`config.mk`:
```
export PLATFORM = sky130hd
export DESIGN_NAME = io_port_mode_config
export DESIGN_NICKNAME = d
export VERILOG_FILES = /design/src/hw/io_port_pkg.sv /design/src/hw/pin_sync.sv /design/src/hw/port_pin_mux.sv /design/src/hw/io_port_mode_config.sv
export VERILOG_INCLUDE_DIRS = /design/src /design/src/hw
export SDC_FILE = /design/constraint.sdc
export NUM_CORES = 1
export LEC_CHECK = 0
export BUFFER_PORTS_ARGS = -buffer_cell sky130_fd_sc_hd__buf_2
export CAP_MARGIN = 40
export CORE_AREA = 2 2 283 285
export DETAILED_ROUTE_END_ITERATION = 8
export DIE_AREA = 0 0 285 287
export SYNTH_ARGS = -nofsm -noshare
export SYNTH_HDL_FRONTEND = slang
export SYNTH_SLANG_ARGS = --single-unit
```
`constraint.sdc`:
```
create_clock -name clk_i -period 5.8 [get_ports clk_i]
set_clock_uncertainty 0.2 [all_clocks]
set_input_delay 0.29 -clock clk_i [delete_from_list [all_inputs] [get_ports clk_i]]
set_output_delay 0.29 -clock clk_i [all_outputs]
set_load 0.02 [all_outputs]
```
`src/hw/io_port_map.svh`:
```
`ifndef IO_PORT_MAP_SVH
`define IO_PORT_MAP_SVH

`define N_PORTS        7
`define PORT_W         8
`define PINS_W         56
`define SYNC_W         58
`define LAST_PORT      3'h6
`define PORT_A         3'h0
`define PORT_D         3'h3
`define PORT_E         3'h4
`define PORT_F         3'h5
`define PORT_G         3'h6
`define REG_DIN        3'h0
`define REG_DOUT       3'h1
`define REG_DIR        3'h2
`define REG_CTRL       3'h3
`define REG_DRV        3'h4
`define REG_CELL       3'h5
`define PORT_D_MASK    8'h0F
`define PORT_FULL_MASK 8'hFF
`define RST_BYTE       8'h00
`define WB_ZERO        32'h0000_0000
`define LOGIC_OUT_SET  7'h07
`define LOGIC_IN_SET   7'h2F
`define ADDR_OUT_SET   7'h70
`define LOW_NIBBLE     8'h0F
`define HIGH_NIBBLE    8'hF0

`endif

```
`src/hw/io_port_pkg.sv`:
```
package io_port_pkg;

	typedef enum logic [1:0]
	{
		HOST_MUX8   = 2'b00,
		HOST_BURST  = 2'b01,
		HOST_PAGE   = 2'b10,
		HOST_NONMUX = 2'b11
	} host_bus_e;

	typedef enum logic [1:0]
	{
		SRC_HOST  = 2'b00,
		SRC_ADDR  = 2'b01,
		SRC_LOGIC = 2'b10,
		SRC_NONE  = 2'b11
	} pin_src_e;

	typedef logic [7:0] port_byte_t;

endpackage

```
`src/hw/pin_sync.sv`:
```
`timescale 1ns/1ps
`include "io_port_map.svh"

module pin_sync
(
	input  wire logic [`SYNC_W-1:0] async_i,
	input  wire logic               clk_i,
	input  wire logic               rst_i,
	output logic      [`SYNC_W-1:0] sync_o
);

	logic [`SYNC_W-1:0] meta_q;
	logic [`SYNC_W-1:0] stable_q;

	// First stage feeds only the second stage
	always_ff @(posedge clk_i)
	begin
		if (rst_i)
		begin
			meta_q   <= '0;
			stable_q <= '0;
		end
		else
		begin
			meta_q   <= async_i;
			stable_q <= meta_q;
		end
	end

	assign sync_o = stable_q;

endmodule

```
`src/hw/port_pin_mux.sv`:
```
`timescale 1ns/1ps
`include "io_port_map.svh"

module port_pin_mux
#(
	parameter int PORT = 0
)
(
	input  wire io_port_pkg::port_byte_t dout_i,
	input  wire io_port_pkg::port_byte_t dir_i,
	input  wire io_port_pkg::port_byte_t ctrl_i,
	input  wire io_port_pkg::port_byte_t logic_out_i,
	input  wire io_port_pkg::port_byte_t logic_oe_i,
	input  wire io_port_pkg::port_byte_t cfg_logic_out_i,
	input  wire io_port_pkg::port_byte_t cfg_logic_in_i,
	input  wire io_port_pkg::port_byte_t cfg_addr_in_i,
	input  wire io_port_pkg::port_byte_t cfg_reset_i,
	input  wire logic [15:0]             addr_i,
	input  wire io_port_pkg::host_bus_e  host_type_i,
	input  wire logic                    cfg_data_port_i,
	input  wire logic                    cfg_test_port_i,
	output io_port_pkg::port_byte_t      out_o,
	output io_port_pkg::port_byte_t      oe_o
);

	localparam logic [6:0] LOGIC_OUT_OK = `LOGIC_OUT_SET;
	localparam logic [6:0] ADDR_OUT_OK  = `ADDR_OUT_SET;
	localparam logic [7:0] PIN_MASK     = (PORT == 3) ? `PORT_D_MASK : `PORT_FULL_MASK;

	io_port_pkg::port_byte_t addr_byte;
	io_port_pkg::port_byte_t addr_ok;
	logic                    port_off;

	// Latched address lanes per host bus type
	always_comb
	begin
		addr_byte = addr_i[7:0];
		addr_ok   = '0;
		unique case (host_type_i)
			io_port_pkg::HOST_MUX8:
				addr_ok = `PORT_FULL_MASK;
			io_port_pkg::HOST_BURST:
			begin
				addr_byte = (PORT == 6) ? {4'h0, addr_i[11:8]} : addr_i[7:0];
				addr_ok   = (PORT == 6) ? `LOW_NIBBLE : `HIGH_NIBBLE;
			end
			io_port_pkg::HOST_PAGE:
			begin
				addr_byte = addr_i[15:8];
				addr_ok   = (PORT == 6) ? `PORT_FULL_MASK : 8'h00;
			end
			io_port_pkg::HOST_NONMUX:
				addr_ok = (PORT == 6) ? `PORT_FULL_MASK : 8'h00;
		endcase
	end

	// Data port on F and test port on E take the whole port away
	assign port_off = (PORT == 5 && cfg_data_port_i) || (PORT == 4 && cfg_test_port_i);

	genvar b;
	generate
		for (b = 0; b < 8; b++)
		begin : g_bit
			io_port_pkg::pin_src_e src;
			always_comb
			begin
				if (port_off || cfg_logic_in_i[b] || cfg_addr_in_i[b] || cfg_reset_i[b])
					src = io_port_pkg::SRC_NONE;
				else if (LOGIC_OUT_OK[PORT] && cfg_logic_out_i[b])
					src = io_port_pkg::SRC_LOGIC;
				else if (ADDR_OUT_OK[PORT] && ctrl_i[b])
					src = io_port_pkg::SRC_ADDR;
				else
					src = io_port_pkg::SRC_HOST;
				unique case (src)
					io_port_pkg::SRC_HOST:
					begin
						out_o[b] = dout_i[b];
						oe_o[b]  = dir_i[b] & PIN_MASK[b];
					end
					io_port_pkg::SRC_ADDR:
					begin
						out_o[b] = addr_byte[b];
						oe_o[b]  = addr_ok[b] & (dir_i[b] | logic_oe_i[b]);
					end
					io_port_pkg::SRC_LOGIC:
					begin
						out_o[b] = logic_out_i[b];
						oe_o[b]  = logic_oe_i[b];
					end
					io_port_pkg::SRC_NONE:
					begin
						out_o[b] = 1'b0;
						oe_o[b]  = 1'b0;
					end
				endcase
			end
		end
	endgenerate

endmodule

```
`src/hw/io_port_mode_config.sv`:
```
// Decided for this implementation: the Wishbone interface to the registers and the placing of the registers.
`timescale 1ns/1ps
`include "io_port_map.svh"

module io_port_mode_config
(
	input  wire logic                    clk_i,
	input  wire logic                    rst_i,
	input  wire logic                    wb_cyc_i,
	input  wire logic                    wb_stb_i,
	input  wire logic                    wb_we_i,
	input  wire logic [7:0]              wb_adr_i,
	input  wire logic [3:0]              wb_sel_i,
	input  wire logic [31:0]             wb_dat_i,
	output logic      [31:0]             wb_dat_o,
	output logic                         wb_ack_o,
	input  wire logic [`PINS_W-1:0]      pin_i,
	output logic      [`PINS_W-1:0]      pin_o,
	output logic      [`PINS_W-1:0]      pin_oe_o,
	output logic      [`PINS_W-1:0]      pin_to_logic_o,
	output logic      [`PINS_W-1:0]      drive_sel_o,
	input  wire logic [`PINS_W-1:0]      logic_out_i,
	input  wire logic [`PINS_W-1:0]      logic_oe_i,
	input  wire logic [15:0]             addr_latch_i,
	input  wire io_port_pkg::host_bus_e  host_type_i,
	input  wire logic [`PINS_W-1:0]      cfg_logic_out_i,
	input  wire logic [`PINS_W-1:0]      cfg_logic_in_i,
	input  wire logic [`PINS_W-1:0]      cfg_addr_in_i,
	input  wire logic [`PINS_W-1:0]      cfg_reset_i,
	input  wire logic                    cfg_data_port_i,
	input  wire logic                    cfg_test_port_i,
	input  wire logic                    cfg_strobe_en_i,
	input  wire logic                    host_e_i,
	input  wire logic                    host_rw_i,
	output logic                         ext_rd_o,
	output logic                         ext_wr_o
);

	// ------------------------------------------------------------
	// Pin and strobe synchronisers
	// ------------------------------------------------------------

	logic [`SYNC_W-1:0] sync_w;
	logic [`PINS_W-1:0] pin_s;
	logic               e_s;
	logic               rw_s;

	pin_sync u_sync
	(
		.async_i (
		{
			host_rw_i,
			host_e_i,
			pin_i
		}),
		.clk_i   (clk_i),
		.rst_i   (rst_i),
		.sync_o  (sync_w)
	);

	assign pin_s = sync_w[`PINS_W-1:0];
	assign e_s   = sync_w[`PINS_W];
	assign rw_s  = sync_w[`PINS_W+1];

	// ------------------------------------------------------------
	// Register file
	// ------------------------------------------------------------

	logic [`N_PORTS-1:0][`PORT_W-1:0] dout_q;
	logic [`N_PORTS-1:0][`PORT_W-1:0] dout_d;
	logic [`N_PORTS-1:0][`PORT_W-1:0] dir_q;
	logic [`N_PORTS-1:0][`PORT_W-1:0] dir_d;
	logic [`N_PORTS-1:0][`PORT_W-1:0] drv_q;
	logic [`N_PORTS-1:0][`PORT_W-1:0] drv_d;
	logic [2:0][`PORT_W-1:0]          ctrl_q;
	logic [2:0][`PORT_W-1:0]          ctrl_d;
	logic [`N_PORTS-1:0][`PORT_W-1:0] pin_ports;
	logic [`N_PORTS-1:0][`PORT_W-1:0] cell_ports;
	logic                             ack_q;
	logic                             ack_d;
	logic [31:0]                      rdat_q;
	logic [31:0]                      rdat_d;
	logic                             req;
	logic [2:0]                       reg_sel;
	logic [2:0]                       port_sel;
	logic [2:0]                       ctrl_off;
	logic [1:0]                       ctrl_idx;
	logic                             port_ok;
	logic                             ctrl_ok;
	logic [7:0]                       mask;
	logic [7:0]                       wbyte;
	logic [7:0]                       rb_byte;

	assign pin_ports  = pin_s;
	assign cell_ports = logic_out_i;
	assign req        = wb_cyc_i & wb_stb_i;
	assign reg_sel    = wb_adr_i[7:5];
	assign port_sel   = wb_adr_i[4:2];
	assign port_ok    = port_sel <= `LAST_PORT;
	assign ctrl_ok    = port_ok && (port_sel >= `PORT_E);
	assign ctrl_off   = port_sel - `PORT_E;
	assign ctrl_idx   = ctrl_off[1:0];
	// Port D has no upper nibble, so those bits never store and read zero
	assign mask       = (port_sel == `PORT_D) ? `PORT_D_MASK : `PORT_FULL_MASK;
	assign wbyte      = wb_dat_i[7:0] & mask;

	// Readback buffer: one source per access
	always_comb
	begin
		rb_byte = `RST_BYTE;
		if (port_ok)
		begin
			case (reg_sel)
				`REG_DIN:  rb_byte = pin_ports[port_sel] & mask;
				`REG_DOUT: rb_byte = dout_q[port_sel];
				`REG_DIR:  rb_byte = dir_q[port_sel];
				`REG_CTRL: rb_byte = ctrl_ok ? ctrl_q[ctrl_idx] : `RST_BYTE;
				`REG_DRV:  rb_byte = drv_q[port_sel];
				`REG_CELL: rb_byte = cell_ports[port_sel] & mask;
				default:   rb_byte = `RST_BYTE;
			endcase
		end
	end

	// Single-wait-state answer: ack one cycle after the request is seen
	always_comb
	begin
		dout_d = dout_q;
		dir_d  = dir_q;
		drv_d  = drv_q;
		ctrl_d = ctrl_q;
		ack_d  = 1'b0;
		rdat_d = `WB_ZERO;
		if (req && !ack_q)
		begin
			ack_d = 1'b1;
			if (!wb_we_i)
				rdat_d = {24'h00_0000, rb_byte};
			else if (wb_sel_i[0] && port_ok)
			begin
				case (reg_sel)
					`REG_DOUT: dout_d[port_sel] = wbyte;
					`REG_DIR:  dir_d[port_sel]  = wbyte;
					`REG_DRV:  drv_d[port_sel]  = wbyte;
					`REG_CTRL:
					begin
						if (ctrl_ok)
							ctrl_d[ctrl_idx] = wbyte;
					end
					default:   dout_d = dout_q;
				endcase
			end
		end
	end

	always_ff @(posedge clk_i)
	begin
		if (rst_i)
		begin
			dout_q <= '0;
			dir_q  <= '0;
			drv_q  <= '0;
			ctrl_q <= '0;
			ack_q  <= 1'b0;
			rdat_q <= `WB_ZERO;
		end
		else
		begin
			dout_q <= dout_d;
			dir_q  <= dir_d;
			drv_q  <= drv_d;
			ctrl_q <= ctrl_d;
			ack_q  <= ack_d;
			rdat_q <= rdat_d;
		end
	end

	assign wb_ack_o    = ack_q;
	assign wb_dat_o    = rdat_q;
	assign drive_sel_o = drv_q;

	// ------------------------------------------------------------
	// Output multiplexers
	// ------------------------------------------------------------

	logic [`PINS_W-1:0] mux_out_w;
	logic [`PINS_W-1:0] mux_oe_w;

	genvar p;
	generate
		for (p = 0; p < `N_PORTS; p++)
		begin : g_port
			io_port_pkg::port_byte_t ctrl_w;
			if (p >= 4)
			begin : g_ctrl
				assign ctrl_w = ctrl_q[p-4];
			end
			else
			begin : g_noctrl
				assign ctrl_w = `RST_BYTE;
			end
			port_pin_mux #(.PORT(p)) u_mux
			(
				.dout_i          (dout_q[p]),
				.dir_i           (dir_q[p]),
				.ctrl_i          (ctrl_w),
				.logic_out_i     (logic_out_i[p*8 +: 8]),
				.logic_oe_i      (logic_oe_i[p*8 +: 8]),
				.cfg_logic_out_i (cfg_logic_out_i[p*8 +: 8]),
				.cfg_logic_in_i  (cfg_logic_in_i[p*8 +: 8]),
				.cfg_addr_in_i   (cfg_addr_in_i[p*8 +: 8]),
				.cfg_reset_i     (cfg_reset_i[p*8 +: 8]),
				.addr_i          (addr_latch_i),
				.host_type_i     (host_type_i),
				.cfg_data_port_i (cfg_data_port_i),
				.cfg_test_port_i (cfg_test_port_i),
				.out_o           (mux_out_w[p*8 +: 8]),
				.oe_o            (mux_oe_w[p*8 +: 8])
			);
		end
	endgenerate

	// ------------------------------------------------------------
	// Pin and strobe outputs
	// ------------------------------------------------------------

	logic [`PINS_W-1:0] pin_q;
	logic [`PINS_W-1:0] pin_d;
	logic [`PINS_W-1:0] oe_q;
	logic [`PINS_W-1:0] oe_d;
	logic [`PINS_W-1:0] to_logic_q;
	logic [`PINS_W-1:0] to_logic_d;
	logic               rd_q;
	logic               rd_d;
	logic               wr_q;
	logic               wr_d;

	always_comb
	begin
		pin_d      = mux_out_w;
		oe_d       = mux_oe_w;
		to_logic_d = pin_s;
		rd_d       = cfg_strobe_en_i & e_s & rw_s;
		wr_d       = cfg_strobe_en_i & e_s & ~rw_s;
	end

	always_ff @(posedge clk_i)
	begin
		if (rst_i)
		begin
			pin_q      <= '0;
			oe_q       <= '0;
			to_logic_q <= '0;
			rd_q       <= 1'b0;
			wr_q       <= 1'b0;
		end
		else
		begin
			pin_q      <= pin_d;
			oe_q       <= oe_d;
			to_logic_q <= to_logic_d;
			rd_q       <= rd_d;
			wr_q       <= wr_d;
		end
	end

	assign pin_o          = pin_q;
	assign pin_oe_o       = oe_q;
	assign pin_to_logic_o = to_logic_q;
	assign ext_rd_o       = rd_q;
	assign ext_wr_o       = wr_q;

	logic a_port_a_free;
	assign a_port_a_free = (cfg_logic_out_i[7:0] | cfg_logic_in_i[7:0]
		| cfg_addr_in_i[7:0] | cfg_reset_i[7:0]) == 8'h00;
endmodule

```
# Word level (Yosys, flattened, before mapping)
# Cells that the tools add are included.
# classes
add_sub_neg	1
n_mul	0
div_mod_pow	0
order_cmp	6
eq_ne	177
n_shift	0
mux	244
n_bitwise	122
reduce_logical	204
# op_table
operator	n
case mux 1 bit (4 select lines)	108
== test 2 bit (second input constant)	114
bitwise mux 56 bit	3
two-way mux 2 bit	80
logical OR 1 bit	128
binary-select mux 8 bit (select 3 bit)	5
== test 2 x 1 -> 1 bit (second input constant)	57
zero test 2 bit	57
two-way mux 8 bit	11
bitwise AND 1 bit	60
OR 1 bit	56
case mux 8 bit (6 select lines)	1
case mux 8 bit (2 select lines)	2
two-way mux 1 bit	25
bitwise AND 8 bit	3
bitwise mux 24 bit	1
demux 8 bit (select 3 bit)	1
case mux 8 bit (3 select lines)	1
binary-select mux 8 bit (select 2 bit)	1
demux 8 bit (select 2 bit)	1
case mux 1 bit (3 select lines)	4
AND reduction 4 bit	3
OR reduction 2 bit	6
== test 3 x 2 -> 1 bit (second input constant)	3
other kinds (16)	23
# word_totals
regBits	511
latchBits	0
mem_bits_rw	0
rom_bits	0
inputBits	464
output_inout_bits	259
mem_count	0

# Depth between registers and ports, before layout
# depth
depth_word	6
mapped_depth	9
ltp_nobuf	5

# By module
# Synthesis repeated with hierarchy kept, for this count alone.
# unflattened
hier_cells	2008
area_unflattened_um2	19879.1
# modules_own_cells
mod	n_inst	cells_per_inst	area_per_inst_um2	seq_area_each_um2
io_port_mode_config	1	1447	14652.8	7427.1
pin_sync	1	244	3120.5	2322.2
port_pin_mux (g_port[0].u_mux ...)	3	32	260.2	0.0
port_pin_mux (g_port[5].u_mux)	1	69	401.6	0.0
port_pin_mux (g_port[4].u_mux)	1	70	400.4	0.0
port_pin_mux (g_port[6].u_mux)	1	65	384.1	0.0
port_pin_mux (g_port[3].u_mux)	1	17	138.9	0.0

# Worst setup path after synthesis
# No wires, ideal clock.
# synth_timing
path_kind	reg-to-reg
startpoint	register ack_q (netlist: wb_ack_o)
endpoint	register dir_q[48] (netlist bit)
setup_ps	132
arrival_time_ps	1603
required_time_ps	5468
setup_slack_ps	3865
path_stages_with_launch	6
n_path_buf	0
synth_period_minus_slack_ps	1935
cell_sequence	dfxtp_1 > nand3b_1 > nor4_4 > nand2_1 > nand2_1 > a21oi_1
# synth_via
elab_chain_cells	3
# synth_lines
item	line	rtl
start: declaration	io_port_mode_config.sv:79	logic ack_q;
start signal: assignment	io_port_mode_config.sv:173	ack_q <= ack_d;
zero test 1 bit	io_port_mode_config.sv:134	if (req && !ack_q)
logical AND 1 bit	io_port_mode_config.sv:134	
AND reduction 4 bit (no source line)	--	
end signal: assignment	io_port_mode_config.sv:170	dir_q <= dir_d;
end: declaration	io_port_mode_config.sv:71	logic [`N_PORTS-1:0][`PORT_W-1:0] dir_q;
# Every way passes these cells.
# A chain may end at the register's enable or synchronous reset.

==> impl_metrics.py <==
metrics = {
    "cts": {
        "root_buffer": "clkbuf_16",
        "cts_buffers": 56,
        "clk_latency_ns": 0.63,
        "clock_path_buffers": 3,
        "cts_tree": "yes",
        "htreeDepth": 2,
        "clock-sinks": 487,
        "clk_pin_slew_ns": 0.06,
    },
    "detailed_routing": {
        "detail-route-antenna-nets": 0,
        "drc": 0,
        "wl_per_cell_microns": 22.61,
        "drt_iter0_drc": 1254,
        "postRouteWirelength_microns": 89850,
        "via_per_inst": 4.667,
        "firstDrtPassIters": 5,
        "vias": 18541,
    },
    "die": {
        "fp.dieW_microns": 285,
        "dieArea_sq_mm": 0.08180,
        "core_area_sq_mm": 0.07861,
        "die_h_microns": 287,
        "ios": 723,
        "row_count": 103,
        "start_util_pct": 24.48,
    },
    "grt": {
        "grt_pass1_wl_microns": 126800,
        "grt_use_total_pct": 21.15,
        "antenna_found_initial": 9,
        "gr-total-overflow": 0,
        "grt_pass1_vias": 18669,
        "grt_max_degree": 190,
    },
    "synth": {
        "yosysUniqueCellTypes": 68,
        "synth_edf_count": 0,
        "synth-async-reset-ratio_pct": 0,
        "synth_top_area_share_pct": 50.66,
        "synthCells": 1969,
        "ys_seq_area_share_pct": 50.66,
        "synth_seq_cells": 487,
        "synth_area_leader_cell": "dfxtp_1",
        "syn_area_per_cell_sq_um": 9.774,
        "synth_most_common_cell": "dfxtp_1",
        "synth_commonest_cells": "dfxtp_1, nand2_1, nor2b_1",
        "synth_area_sq_mm": 0.01924,
        "synth_warnings": 0,
        "ys.flop_type": "dfxtp_1",
        "ys_top_cells_by_area": "dfxtp_1, mux2i_1, nor2b_1",
    },
    "worst_setup_path": {
        "worstRegToRegCells": 5,
        "cp.arrival_ns": 3.59,
        "end_kind": "flip-flop",
        "cpMostUsedCell": "dlygate4sd3_1",
        "worstSetupPathType": "primary input to flip-flop",
        "worstSetupPathDepth": 7,
        "startpoint_type": "primary input",
        "slowest_stage": "dlygate4sd3_1",
        "path_cells": "dlygate4sd3_1, buf_8, or2_2, or4_1, dlygate4sd3_1, a211oi_1, dlygate4sd3_1",
        "path_buf_inv": 4,
        "critPathMaxFanout": 105,
        "critical-path-max-stage-delay_ns": 0.63,
        "crit_family": "buffers and inverters",
        "required_ns": 6.14,
    },
    "sta": {
        "tightestPinTransition_ns": 0.9521,
        "slew_viol_final": 0,
        "rsz0062_at_grt": "false",
        "period_share_pct": 56.01,
        "fmax_mhz": 307.8,
        "fin_ws_ns": 2.551,
        "finalHoldViolCount": 0,
        "period_needed_ns": 3.249,
        "setup_violations": 0,
        "relSlewSlack_pct": 36.05,
        "whs_ns": 0.05355,
        "tns_ns": 0,
    },
    "worst_hold_path": {
        "hold_path_class": "primary input to flip-flop",
        "hold_depth": 5,
    },
    "placed_design": {
        "dp_hpwl_microns": 65700,
        "dpl_worst_slack_ns": 2.404,
        "gp_congestion": 0.8870,
        "io_buffers": 629,
    },
    "cells_and_area": {
        "fill_cells": 7839,
        "final_nets": 3342,
        "layout-drive-gt1-share_pct": 27.96,
        "syn2layout_area_growth_pct": 46.97,
    },
    "status": {
        "outcome": "finished clean",
    },
    "power": {
        "vdd_drop_max_mv": 0.2105,
        "leakage_nw": 12.04,
        "power.density_mw_per_mm2": 274.2,
    },
    "job": {
        "max_cap_viol_count": 0,
    },
}
routing by layer:
layer / GRT usage, % / vias up / wire length, microns
li1: - / 8646 / -
met1: 25.08 / 8939 / 35980
met2: 37.74 / 794 / 44470
met3: 4.167 / 154 / 6052
met4: 7.827 / 8 / 3295
met5: 0 / - / 48
cell usage in the layout (no fill, tap or decap), types with 7 or more instances in the layout:
cell,instances
clkinv_2,9
a22oi_1,8
inv_1,22
nor2b_1,181
or4_1,48
nor2_1,143
a311oi_1,8
nand2b_1,11
o211ai_1,13
nand3_1,46
conb_1,28
and2_1,30
clkbuf_8,7
o2bb2ai_1,7
mux2i_1,154
nand2_1,191
buf_4,28
o221ai_1,19
clkbuf_1,10
buf_2,628
a21oi_1,166
nor3_1,13
dlygate4sd3_1,311
clkbuf_16,57
a211oi_1,32
o21ai_0,102
mux4_2,34
a31oi_1,9
dfxtp_1,487
registers in the layout, indices dropped and copies added, names as in the netlist:
register	cells
u_sync.sync_o	58
drive_sel_o	56
ext_rd_o	1
ext_wr_o	1
pin_o	56
pin_oe_o	56
dir_q	56
wb_dat_o	8
g_port.ctrl_w	24
wb_ack_o	1
u_sync.meta_q	58
dout_q	56
pin_to_logic_o	56
area by class of cell:
class	count	area, sq um	share of cell area [%]
Sequential cell	487	9749	34.47
Tap cell	1050	1314	4.645
Clock inverter	28	319.1	1.128
Multi-Input combinational cell	1335	8703	30.77
Antenna cell	5	12.51	0.04424
Timing Repair Buffer	972	6544	23.14
Inverter	22	82.58	0.2920
Clock buffer	74	1560	5.516
stage by stage:
| stage | total power (W) | instance area (sq um) | std cells | util (%) |
|---|---|---|---|---|
| floorplan | 0.003793 | 19350 | 1996 | - |
| global route | 0.008025 | 28280 | 3970 | 35.97 |
| global placement | 0.004077 | 23210 | 3547 | 29.53 |
| detailed placement | 0.004083 | 23280 | 3555 | 29.61 |
| finish | 0.007757 | 28280 | 3973 | 35.98 |
| CTS | 0.007841 | 28270 | 3968 | 35.96 |
worst min-delay path, cell delays in order:
cell      delay (ns)
buf_2           0.10
nand3b_1        0.07
o211ai_1        0.10
a31oi_1         0.09
a41oi_1         0.17
timing repair:
action / 4_1_cts / 5_1_grt
buffers inserted: 0 / 0
hold buffers: 311 / 0
endpoints found under the hold margin: 267 / 0
gates resized for setup: 0 / 0
path summary, 6_finish.rpt:
kind	from	to	slack (ns)
max	rst_i	pin_oe_o[44]	2.55
min	logic_out_i[42]	wb_dat_o[2]	0.05
max reg2reg	wb_ack_o	dir_q[52]	2.92
min reg2reg	u_sync.sync_o[57]	ext_wr_o	0.22
logic make-up after synthesis:
kind of cell               share of synthesized area (%)
and+or+nand+nor                                    19.53
DFF                                                50.66
AOI/OAI and AO/OA                                  12.00
muxes                                              12.77
buffers and inverters                              4.720
adders and majority gates                         0.2601
other                                            0.01949
xor gates and xnor gates                         0.04552
power breakdown:
part / internal [W] / switching [W] / leakage, nW
registers: 0.00340 / 0.0000151 / 3.95
clock network: 0.00209 / 0.00154 / 0.910
logic: 0.000323 / 0.000398 / 7.18
total: 0.00581 / 0.00195 / 12.0
(Power assumes the default switching activity.)
